**config.mk**
```make
export PLATFORM = sky130hd
export DESIGN_NAME = charge_cycle_sequencer
export DESIGN_NICKNAME = d
export VERILOG_FILES = /design/src/common/charge_seq_pkg.sv /design/src/rtl/interval_timer.sv /design/src/rtl/charge_cycle_sequencer.sv
export SDC_FILE = /design/constraint.sdc
export NUM_CORES = 1
export LEC_CHECK = 0
export ABC_AREA = 1
export BUFFER_PORTS_ARGS = -buffer_cell sky130_fd_sc_hd__buf_2
export CAP_MARGIN = 20
export CORE_MARGIN = 1
export CORE_UTILIZATION = 64
export DETAILED_ROUTE_END_ITERATION = 16
export PLACE_DENSITY = 0.91
export SETUP_SLACK_MARGIN = 0.3
export SLEW_MARGIN = 20
export SYNTH_ARGS = -nofsm -noshare
export SYNTH_HDL_FRONTEND = slang
export SYNTH_SLANG_ARGS = --single-unit
```
**constraint.sdc**
```tcl
create_clock -name mclk -period 7.7 [get_ports mclk]
set_input_delay 1.155 -clock mclk [delete_from_list [all_inputs] [get_ports mclk]]
set_output_delay 1.155 -clock mclk [all_outputs]
set_load 0.005 [all_outputs]
```
**src/common/charge_seq_pkg.sv**
```systemverilog
package charge_seq_pkg;
   // register map and field layout
   localparam logic [7:0] CHARGE_CONTROL_ADDR = 8'h02;
   localparam logic [7:0] CHARGE_CONTROL_RST  = 8'h04;
   localparam int CTL_RESET_BIT   = 7;  // self-clearing restart request
   localparam int CTL_HIZ_BIT     = 3;  // high_impedance_select
   localparam int CTL_TERM_BIT    = 2;  // taper_cutoff_allow
   localparam int CTL_DISABLE_BIT = 1;  // charge disable
   localparam int CTL_STATEN_BIT  = 0;  // status pin enable
   localparam logic [7:0] CTL_WR_MASK = 8'h0f;

   // timing
   localparam int CLK_MHZ       = 200;
   localparam int ALERT_US      = 128;
   localparam int ALERT_CYCLES  = ALERT_US * CLK_MHZ;
   localparam int PROBE_US      = 250000;
   localparam int PROBE_CYCLES  = PROBE_US * CLK_MHZ;
   localparam int DEGLITCH_US   = 250;
   localparam int DEGLITCH_CYCLES = DEGLITCH_US * CLK_MHZ;
   localparam int RAMP_STEP_CYCLES = 256;
   localparam int CUR_W = 8;

   typedef enum logic [7:0] {
      ST_SHORTED  = 8'h01,
      ST_PRECHG   = 8'h02,
      ST_FAST     = 8'h04,
      ST_CVREG    = 8'h08,
      ST_DET_SINK = 8'h10,
      ST_DET_SRC  = 8'h20,
      ST_DONE     = 8'h40,
      ST_SUPPLY   = 8'h80
   } chg_state_t;

   // analog comparator results from the sense front end
   typedef struct packed {
      logic inputValid;
      logic cellBelowShort;
      logic loadAboveReg;
      logic loadAtMin;
      logic cellNearFloat;
      logic currentAtCutoff;
      logic cellAboveRecharge;
      logic cellAboveProbe;
      logic cellOverVolt;
      logic cellAboveUvlo;
      logic shortLimit;
      logic loadGrowing;
   } sense_t;

   // analog actuator commands
   typedef struct packed {
      logic buckOn;
      logic battSwitchOn;
      logic battSwitchLinear;
      logic shortCurOn;
      logic probeSinkOn;
      logic cellPinHiz;
      logic taperOn;
   } drive_t;

   // register read and write request port
   typedef struct packed {
      logic       wrEn;
      logic       rdEn;
      logic [7:0] addr;
      logic [7:0] wdata;
   } reg_req_t;

   typedef struct packed {
      logic       battAbsent;
      logic       overVolt;
      logic       newSupply;
      logic       faultAny;
   } status_t;
endpackage

```
**src/rtl/interval_timer.sv**
```systemverilog
`timescale 1ns/1ps
module interval_timer #(
   parameter int CNT_W = 24
) (
   // clock and reset
   input  wire logic             mclk,
   input  wire logic             rst_b,
   // control
   input  wire logic             start,
   input  wire logic [CNT_W-1:0] length,
   // status
   output logic                  busy,
   output logic                  done
);
   logic [CNT_W-1:0] count_ff;
   logic [CNT_W-1:0] nxt_count;
   logic             busy_ff;
   logic             nxt_busy;
   logic             done_ff;
   logic             nxt_done;

   // restart wins over a running count so a retrigger never extends silently
   always_comb begin
      nxt_count = count_ff;
      nxt_busy  = busy_ff;
      nxt_done  = 1'b0;
      if (start) begin
         nxt_count = length;
         nxt_busy  = 1'b1;
      end else if (busy_ff) begin
         if (count_ff <= {{(CNT_W-1){1'b0}}, 1'b1}) begin
            nxt_busy = 1'b0;
            nxt_done = 1'b1;
         end else begin
            nxt_count = count_ff - {{(CNT_W-1){1'b0}}, 1'b1};
         end
      end
   end

   always_ff @(posedge mclk or negedge rst_b) begin
      if (!rst_b) begin
         count_ff <= '0;
         busy_ff  <= 1'b0;
         done_ff  <= 1'b0;
      end else begin
         count_ff <= nxt_count;
         busy_ff  <= nxt_busy;
         done_ff  <= nxt_done;
      end
   end

   assign busy = busy_ff;
   assign done = done_ff;
endmodule

```
**src/rtl/charge_cycle_sequencer.sv**
```systemverilog
`timescale 1ns/1ps
// What this block does
// - below shorted threshold: drive recovery current, timer restarted each interval, linear switch, regulate rail
// - above shorted threshold: regulate programmed current, switch linear to hold rail
// - load rail above regulation level: switch fully on, full fast-charge current
// - fast-charge current ramps at a controlled slew rate
// - float voltage programmable; current tapers near it
// - cutoff current and above recharge level ends charge, enters detection
// - termination bit zero disables termination and detection
// - recharge, input toggle, disable toggle, reset bit, hi-z toggle restart charging
// - sink phase: cell stays above probe threshold whole interval means present, done
// - cell falls in sink phase: flag absent, then source recovery current
// - source phase: cell reaches threshold, source off, sink after interval
// - detection repeats until disabled or found; found clears fault, restarts
// - valid input: start buck, alert pulse, faults normal, new supply reported
// - charge-disable is bit 1 of control at 0x02, default 0
// - disable set with input: switch off, rail regulated, charge after clear
// - rail at minimum: cut current; at zero with growing load, supplement
// - cell five percent over float: stop buck, switch on, report over-voltage
// - battery only: switch on, short limit turns off deglitch time, retry
// - cell below lockout without input: switch off, cell pin high impedance
// - status pin low while charging, released when done, pulse on fault
module charge_cycle_sequencer
   import charge_seq_pkg::*;
#(
   parameter int ALERT_LEN    = ALERT_CYCLES,
   parameter int PROBE_LEN    = PROBE_CYCLES,
   parameter int DEGLITCH_LEN = DEGLITCH_CYCLES,
   parameter int RAMP_STEP    = RAMP_STEP_CYCLES
) (
   // clock and reset
   input  wire logic                     mclk,
   input  wire logic                     rst_b,
   // register access from the serial interface block
   input  charge_seq_pkg::reg_req_t      regReq,
   output logic [7:0]                    regRdata,
   // programmed values held by neighbouring registers
   input  wire logic [CUR_W-1:0]         chargeCurrentSet,
   input  wire logic [5:0]               floatVoltageSet,
   // analog comparators
   input  charge_seq_pkg::sense_t        senseIn,
   // analog actuators
   output charge_seq_pkg::drive_t        driveOut,
   output logic [CUR_W-1:0]              chargeCurrentCmd,
   output logic [5:0]                    floatVoltageCmd,
   // status
   output charge_seq_pkg::status_t       statusOut,
   output charge_seq_pkg::chg_state_t    chargeState,
   output logic                          statPinOe_b
);
   import charge_seq_pkg::*;

   // wide enough for the full probe interval at the default clock
   localparam int TW = 26;

   // comparators are asynchronous to mclk
   sense_t senseMeta_ff;
   sense_t senseSync_ff;
   always_ff @(posedge mclk or negedge rst_b) begin
      if (!rst_b) begin
         senseMeta_ff <= '0;
         senseSync_ff <= '0;
      end else begin
         senseMeta_ff <= senseIn;
         senseSync_ff <= senseMeta_ff;
      end
   end

   function automatic logic bitOf(input logic [7:0] v, input int idx);
      return v[idx];
   endfunction

   // control register
   logic [7:0] control_ff;
   logic [7:0] nxt_control;
   logic [7:0] rdata_ff;
   logic [7:0] nxt_rdata;
   logic       ctlWrite;
   assign ctlWrite = regReq.wrEn && (regReq.addr == CHARGE_CONTROL_ADDR);

   always_comb begin
      nxt_control = control_ff;
      nxt_control[CTL_RESET_BIT] = 1'b0; // reset bit self clears
      if (ctlWrite) begin
         nxt_control = (regReq.wdata & CTL_WR_MASK)
                     | (regReq.wdata & (8'h01 << CTL_RESET_BIT));
      end
      nxt_rdata = rdata_ff;
      if (regReq.rdEn) begin
         nxt_rdata = (regReq.addr == CHARGE_CONTROL_ADDR) ? control_ff : 8'h00;
      end
   end

   always_ff @(posedge mclk or negedge rst_b) begin
      if (!rst_b) begin
         control_ff <= CHARGE_CONTROL_RST;
         rdata_ff   <= 8'h00;
      end else begin
         control_ff <= nxt_control;
         rdata_ff   <= nxt_rdata;
      end
   end

   logic disableBit;
   logic termAllow;
   logic hizSel;
   logic statEn;
   assign disableBit = bitOf(control_ff, CTL_DISABLE_BIT);
   assign termAllow  = bitOf(control_ff, CTL_TERM_BIT);
   assign hizSel     = bitOf(control_ff, CTL_HIZ_BIT);
   assign statEn     = bitOf(control_ff, CTL_STATEN_BIT);

   // edge history for restart causes
   logic prevInput_ff;
   logic prevDisable_ff;
   logic prevHiz_ff;
   always_ff @(posedge mclk or negedge rst_b) begin
      if (!rst_b) begin
         prevInput_ff   <= 1'b0;
         prevDisable_ff <= 1'b0;
         prevHiz_ff     <= 1'b0;
      end else begin
         prevInput_ff   <= senseSync_ff.inputValid;
         prevDisable_ff <= disableBit;
         prevHiz_ff     <= hizSel;
      end
   end

   logic inputRise;
   logic restartReq;
   logic mayCharge;
   assign inputRise = senseSync_ff.inputValid && !prevInput_ff;
   assign restartReq = (senseSync_ff.inputValid != prevInput_ff)
                     || (disableBit != prevDisable_ff)
                     || bitOf(control_ff, CTL_RESET_BIT)
                     || (hizSel != prevHiz_ff);
   assign mayCharge = senseSync_ff.inputValid && !disableBit && !hizSel;

   // probe and deglitch timers share one counter module
   logic          tmrStart;
   logic [TW-1:0] tmrLen;
   logic          tmrBusy;
   logic          tmrDone;
   interval_timer #(.CNT_W(TW)) u_timer (
      .mclk   (mclk),
      .rst_b  (rst_b),
      .start  (tmrStart),
      .length (tmrLen),
      .busy   (tmrBusy),
      .done   (tmrDone)
   );

   // charge state machine
   chg_state_t state_ff;
   chg_state_t nxt_state;
   logic       absent_ff;
   logic       nxt_absent;
   logic       srcOff_ff;
   logic       nxt_srcOff;
   logic       alertReq;
   logic       ovp_ff;

   always_comb begin
      nxt_state  = state_ff;
      nxt_absent = absent_ff;
      nxt_srcOff = srcOff_ff;
      tmrStart   = 1'b0;
      tmrLen     = TW'(PROBE_LEN);
      alertReq   = 1'b0;
      if (restartReq || !mayCharge) begin
         nxt_state  = senseSync_ff.cellBelowShort ? ST_SHORTED : ST_PRECHG;
         nxt_srcOff = 1'b0;
         tmrStart   = senseSync_ff.cellBelowShort;
         if (!mayCharge) begin
            nxt_absent = 1'b0;
         end
      end else begin
         case (state_ff)
            ST_SHORTED: begin
               if (!senseSync_ff.cellBelowShort) begin
                  nxt_state = ST_PRECHG;
               end else if (tmrDone) begin
                  tmrStart = 1'b1;
               end
            end
            ST_PRECHG: begin
               if (senseSync_ff.cellBelowShort) begin
                  nxt_state = ST_SHORTED;
                  tmrStart  = 1'b1;
               end else if (senseSync_ff.loadAboveReg) begin
                  nxt_state = ST_FAST;
               end
            end
            ST_FAST: begin
               if (senseSync_ff.loadAtMin && chargeCurrentCmd == '0
                   && senseSync_ff.loadGrowing) begin
                  nxt_state = ST_SUPPLY;
               end else if (senseSync_ff.cellNearFloat) begin
                  nxt_state = ST_CVREG;
               end
            end
            ST_CVREG: begin
               if (senseSync_ff.loadAtMin && chargeCurrentCmd == '0
                   && senseSync_ff.loadGrowing) begin
                  nxt_state = ST_SUPPLY;
               end else if (termAllow && senseSync_ff.currentAtCutoff
                   && senseSync_ff.cellAboveRecharge) begin
                  nxt_state = ST_DET_SINK;
                  tmrStart  = 1'b1;
               end
            end
            ST_DET_SINK: begin
               if (!senseSync_ff.cellAboveProbe) begin
                  nxt_state  = ST_DET_SRC;
                  nxt_absent = 1'b1;
                  nxt_srcOff = 1'b0;
                  alertReq   = !absent_ff;
                  tmrStart   = 1'b1;
               end else if (tmrDone) begin
                  nxt_state  = ST_DONE;
                  if (absent_ff) begin
                     nxt_state  = ST_PRECHG;
                     nxt_absent = 1'b0;
                  end
               end
            end
            ST_DET_SRC: begin
               if (senseSync_ff.cellAboveProbe && !srcOff_ff) begin
                  nxt_srcOff = 1'b1;
               end
               if (tmrDone) begin
                  nxt_state = ST_DET_SINK;
                  tmrStart  = 1'b1;
               end
            end
            ST_DONE: begin
               if (!senseSync_ff.cellAboveRecharge) begin
                  nxt_state = ST_PRECHG;
               end
            end
            ST_SUPPLY: begin
               if (!senseSync_ff.loadGrowing && !senseSync_ff.loadAtMin) begin
                  nxt_state = ST_FAST;
               end
            end
            default: nxt_state = ST_PRECHG;
         endcase
      end
      if (!termAllow && (nxt_state == ST_DET_SINK || nxt_state == ST_DET_SRC)) begin
         nxt_state = ST_CVREG;
      end
      // battery-only short retry uses the same timer
      if (!senseSync_ff.inputValid && senseSync_ff.cellAboveUvlo
          && senseSync_ff.shortLimit && !tmrBusy) begin
         tmrStart = 1'b1;
         tmrLen   = TW'(DEGLITCH_LEN);
      end
      if (senseSync_ff.cellOverVolt && !ovp_ff) begin
         alertReq = 1'b1;
      end
      if (inputRise) begin
         alertReq = 1'b1;
      end
   end

   logic newSupply_ff;
   logic nxt_newSupply;
   always_comb begin
      nxt_newSupply = newSupply_ff;
      if (inputRise) begin
         nxt_newSupply = 1'b1;
      end else if (regReq.rdEn && regReq.addr == CHARGE_CONTROL_ADDR) begin
         nxt_newSupply = 1'b0;
      end
   end

   always_ff @(posedge mclk or negedge rst_b) begin
      if (!rst_b) begin
         state_ff     <= ST_PRECHG;
         absent_ff    <= 1'b0;
         srcOff_ff    <= 1'b0;
         ovp_ff       <= 1'b0;
         newSupply_ff <= 1'b0;
      end else begin
         state_ff     <= nxt_state;
         absent_ff    <= inputRise ? 1'b0 : nxt_absent;
         srcOff_ff    <= nxt_srcOff;
         ovp_ff       <= senseSync_ff.cellOverVolt;
         newSupply_ff <= nxt_newSupply;
      end
   end

   // current rises toward target a step per enable pulse, falls without waiting for one
   logic [15:0]      rampDiv_ff;
   logic [15:0]      nxt_rampDiv;
   logic [CUR_W-1:0] cur_ff;
   logic [CUR_W-1:0] nxt_cur;
   logic [CUR_W-1:0] target;
   logic             rampTick;
   assign rampTick = (rampDiv_ff == 16'(RAMP_STEP - 1));
   always_comb begin
      nxt_rampDiv = rampTick ? 16'h0000 : rampDiv_ff + 16'h0001;
      target = '0;
      if (state_ff == ST_PRECHG || state_ff == ST_FAST || state_ff == ST_CVREG) begin
         target = chargeCurrentSet;
      end
      if (senseSync_ff.loadAtMin) begin
         target = '0;
      end
      nxt_cur = cur_ff;
      if (target < cur_ff) begin
         nxt_cur = (senseSync_ff.loadAtMin || state_ff != ST_FAST) ? target
                 : cur_ff - CUR_W'(1);
      end else if (rampTick && target > cur_ff) begin
         nxt_cur = cur_ff + CUR_W'(1);
      end
   end

   // actuator commands
   drive_t nxt_drive;
   logic   chargingNow;
   always_comb begin
      nxt_drive = '0;
      chargingNow = (state_ff == ST_SHORTED) || (state_ff == ST_PRECHG)
                 || (state_ff == ST_FAST) || (state_ff == ST_CVREG);
      if (senseSync_ff.inputValid) begin
         nxt_drive.buckOn = !hizSel;
         if (mayCharge) begin
            nxt_drive.battSwitchLinear = (state_ff == ST_SHORTED) || (state_ff == ST_PRECHG);
            nxt_drive.battSwitchOn = (state_ff == ST_FAST) || (state_ff == ST_CVREG)
                                  || (state_ff == ST_SUPPLY) || (state_ff == ST_DONE);
            nxt_drive.shortCurOn  = (state_ff == ST_SHORTED)
                                 || (state_ff == ST_DET_SRC && !srcOff_ff);
            nxt_drive.probeSinkOn = (state_ff == ST_DET_SINK);
            nxt_drive.taperOn     = (state_ff == ST_CVREG);
         end
      end else if (senseSync_ff.cellAboveUvlo) begin
         nxt_drive.battSwitchOn = !tmrBusy;
      end else begin
         nxt_drive.cellPinHiz = 1'b1;
      end
      if (senseSync_ff.cellOverVolt) begin
         nxt_drive.buckOn = 1'b0;
         nxt_drive.battSwitchOn = 1'b1;
         nxt_drive.battSwitchLinear = 1'b0;
      end
   end

   // alert pulse timer and status pin
   logic [TW-1:0] alertCnt_ff;
   logic [TW-1:0] nxt_alertCnt;
   logic          nxt_statOe_b;
   always_comb begin
      nxt_alertCnt = alertCnt_ff;
      if (alertReq) begin
         nxt_alertCnt = TW'(ALERT_LEN);
      end else if (alertCnt_ff != '0) begin
         nxt_alertCnt = alertCnt_ff - TW'(1);
      end
      // pulse inverts the resting level; low during charge means oe low drives
      nxt_statOe_b = 1'b1;
      if (statEn) begin
         nxt_statOe_b = !(chargingNow && mayCharge) ^ (nxt_alertCnt != '0);
      end
   end

   drive_t            drive_ff;
   logic [CUR_W-1:0]  curOut_ff;
   logic [5:0]        float_ff;
   status_t           status_ff;
   logic              statOe_b_ff;
   always_ff @(posedge mclk or negedge rst_b) begin
      if (!rst_b) begin
         rampDiv_ff  <= 16'h0000;
         cur_ff      <= '0;
         drive_ff    <= '0;
         curOut_ff   <= '0;
         float_ff    <= 6'h00;
         status_ff   <= '0;
         alertCnt_ff <= '0;
         statOe_b_ff <= 1'b1;
      end else begin
         rampDiv_ff  <= nxt_rampDiv;
         cur_ff      <= nxt_cur;
         drive_ff    <= nxt_drive;
         curOut_ff   <= nxt_cur;
         float_ff    <= floatVoltageSet;
         status_ff   <= '{battAbsent: nxt_absent, overVolt: senseSync_ff.cellOverVolt,
                          newSupply: nxt_newSupply,
                          faultAny: nxt_absent | senseSync_ff.cellOverVolt};
         alertCnt_ff <= nxt_alertCnt;
         statOe_b_ff <= nxt_statOe_b;
      end
   end

   assign regRdata         = rdata_ff;
   assign driveOut         = drive_ff;
   assign chargeCurrentCmd = curOut_ff;
   assign floatVoltageCmd  = float_ff;
   assign statusOut        = status_ff;
   assign chargeState      = state_ff;
   assign statPinOe_b      = statOe_b_ff;
endmodule

```
==> summary.txt <==
CTS resizes = 0
Hold path start = senseMeta_ff[7]
Initial Utilization = 0.656
First-pass GRT wire length = 31.0 mm
Total grt overflow = 0
Final std cells w/o fill = 1245
Synth Area in Compound Gates = 0.0768
Slew Limit Fails = 0
Setup crit end kind = register
Vias in the first global route = 6703
Drt total wl = 18.8 mm
Synth Area in Adders = 0.0254
Internal = 1.57 mW
GPL Wtd Cong = 0.954
VDD IR max = 0.219 mV
IO Port Bufs = 81
NetSw = 0.814 mW
HPWL Detailed = 12.9 mm
WP data arrival = 3990 ps
Clk Latency, worst-skew pair = 440 ps
Fraction of registers with async set/reset = 1.00
CTS tree = built
RSZ-0062 raised after global routing = no
Syn avg cell area = 7.90 um^2
XOR/XNOR share of the synthesized area = 0.0478
Most used DFF post-synth = dfrtp_1
Relative slew slack = 0.350
Worst reg2reg startpoint = chargeState[6]
Critical path class = reg2reg
Leak = 4.74 nW
Sequential power share = 0.377
Die width = 113 um
Worst setup SP type = register
Clock sink count = 143
Slew @ Worst Pin = 973 ps
Synth Register Bits = 143
Initial antenna violation count = 0
Reg2reg path depth = 18
Seq/Total Area, Yosys = 0.454
Met1 Track Usage GR = 0.397
Die area = 0.0128 mm^2
Setup Buffers After CTS = 0
Warnings, synthesis = 0
Achievable Freq = 0.271 GHz
Post-route ant nets = 0
Met2 Use GR = 0.509
Post-route DRC = 0
EDFF count, synth = 0
Diode count = 0
Synthesized area = 0.00788 mm^2
Sw frac = 0.342
H-Tree Depth = 4
Largest net degree at the start of global routing = 74
Simple-Gate Fraction of Synth Area = 0.304
Nets = 1147
Hold buffer count at cts = 0
Gr usage total = 0.315
Clock Skews = 8.56 ps
Post-synthesis mux area share = 0
I/O pin cnt = 88
Finish-stage setup viols = 0
Placed Cells = 1213
Average vias per placed instance = 5.72
Clock network fraction of total power = 0.374
Final worst-path cycle share = 0.478
Via Count = 7116
Layer with the highest usage = met2
Worst hold endpoint = senseSync_ff[7]
Clock root buffer = clkbuf_16
Status = finished, final reports clean
Required @ worst endpoint = 8000 ps
Share of layout cells above drive strength 1 = 0.151
Violation count after the first detailed-route iteration = 669
Total CTS buffers = 17
Die height = 113 um
Cell Rows = 40
Number of max-cap violations = 0
Netlist cell types = 52
Met3 Use GR = 0.0857
R2r setup slk = 4020 ps
Setup TNS = 0 ps
Clk buf depth = 2
P&R area growth vs syn = 14.2%
CTS clk-pin slew, worst paths = 70 ps
Worst R2R End = chargeCurrentCmd[2]
Worst Hold Depth = 0
Final Critical Period = 3680 ps
P per Cell Area = 265 mW/mm^2
DRT Pass-1 Iters = 7
Hold Crit Class = reg2reg
DR WL/cell = 15.1 um
CP Max Fanout = 11
Hold Vio Cnt, Final = 0
Combinational share of power = 0.249
Largest family of logic cells by synthesized area = simple AND/OR/NAND/NOR gates
Core area = 0.0120 mm^2
Post-synthesis cell count = 998
[cell usage after synthesis (all sizes together) (6+ instances only)]
master / instances / area (um^2)
o31ai: 6 / 45.0
buf: 15 / 124
o21a: 6 / 45.0
dfrtp: 140 / 3500
a21oi: 19 / 95.1
o21ai: 48 / 244
inv: 157 / 589
nand2: 203 / 805
xor2: 35 / 307
xnor2: 8 / 70.1
nor4: 9 / 56.3
ha: 16 / 200
o22ai: 6 / 37.5
nand3b: 8 / 63.8
nand3: 80 / 418
nor2: 168 / 723
nand4: 20 / 131
nor3: 25 / 156
[worst max-delay path: stages (launching register included)]
cell and delay (ps):
dfrtp_1 440, nor2_1 220, nand2_2 120, nor2_4 190, inv_1 100, nand3_1 110, nand2_1 220, nor2_1 240
ha_1 280, nand2_1 100, inv_1 40, nand3_1 90, inv_1 50, nand2_1 60, o2111ai_1 440, inv_1 420
o21ai_0 150, o221ai_1 160, o21ai_0 110
[how the worst max path moves through the flow]
stage	startpoint	end	slack (ps)
6_report	chargeState[6]	chargeCurrentCmd[2]	4020
5_1_grt	chargeState[6]	chargeCurrentCmd[2]	3620
4_1_cts	chargeState[6]	chargeCurrentCmd[2]	4010
3_5_place_dp	chargeState[6]	chargeCurrentCmd[2]	4090
3_3_place_gp	chargeState[6]	chargeCurrentCmd[2]	4280
2_1_floorplan	chargeState[1]	chargeCurrentCmd[2]	4900
[cell families (layout without fill, tap and decap cells)]
group / after synthesis / count (layout)
fa+ha+maj: 16 / 16
xor+xnor: 43 / 43
other cells: 1 / 3
compound gates: 102 / 102
buf+inv: 174 / 272
flops: 143 / 143
simple gates: 519 / 519
[state kept, by name, indices dropped and copies added, names as in the netlist]
| register | flops |
|---|---|
| rampDiv_ff | 16 |
| control_ff | 5 |
| prevInput_ff | 1 |
| floatVoltageCmd | 6 |
| statPinOe_b | 1 |
| prevDisable_ff | 1 |
| alertCnt_ff | 26 |
| u_timer.done | 1 |
| srcOff_ff | 1 |
| statusOut | 4 |
| senseSync_ff | 12 |
| chargeCurrentCmd | 8 |
| senseMeta_ff | 12 |
| driveOut | 7 |
| regRdata | 5 |
| u_timer.busy | 1 |
| absent_ff | 1 |
| chargeState | 8 |
| prevHiz_ff | 1 |
| u_timer.count_ff | 26 |
[cells in the final DEF, fill, tap and decap left out, drive strengths merged, types with 19 or more instances in the layout]
| master | synthesis | layout |
|---|---|---|
| nor3 | 25 | 25 |
| inv | 157 | 161 |
| o21ai | 48 | 48 |
| nand2 | 203 | 203 |
| nand4 | 20 | 20 |
| xor2 | 35 | 35 |
| buf | 15 | 82 |
| nor2 | 168 | 168 |
| dfrtp | 140 | 140 |
| nand3 | 80 | 80 |
| a21oi | 19 | 19 |
[cell type report]
type	instances	area [um^2]
multi-input combinational	683	3590
sequential	143	3580
fill	837	3010
inverter	158	593
clock buffer	18	429
timing repair buffer	82	419
clock inverter	14	204
tap	147	184
[stage by stage]
step,worst slack [ps],total power [mW],hold WS [ps],utilization,instance area [um^2]
after floorplan,4900,1.32,331,-,7890
after global placement,4280,1.45,331,0.696,8370
after detailed placement,4090,1.48,338,0.696,8370
after CTS,4010,2.38,348,0.749,9000
after global routing,3620,2.50,354,0.749,9000
final,4020,2.38,344,0.749,9000
[power by group through the flow]
| stage | clock network (mW) | logic, mW | registers (mW) |
|---|---|---|---|
| floorplan | 0 | 0.431 | 0.892 |
| global placement | 0 | 0.549 | 0.904 |
| detailed placement | 0 | 0.571 | 0.907 |
| CTS | 0.894 | 0.586 | 0.895 |
| global route | 0.932 | 0.664 | 0.905 |
| finish | 0.890 | 0.593 | 0.898 |
[metal layers]
metal / vias to the layer above / wire (um)
li1: 3376 / -
met4: 0 / 625
met1: 3361 / 7720
met2: 314 / 9150
met5: - / 0
met3: 65 / 1290
Power figures use the tool's default switching activity.
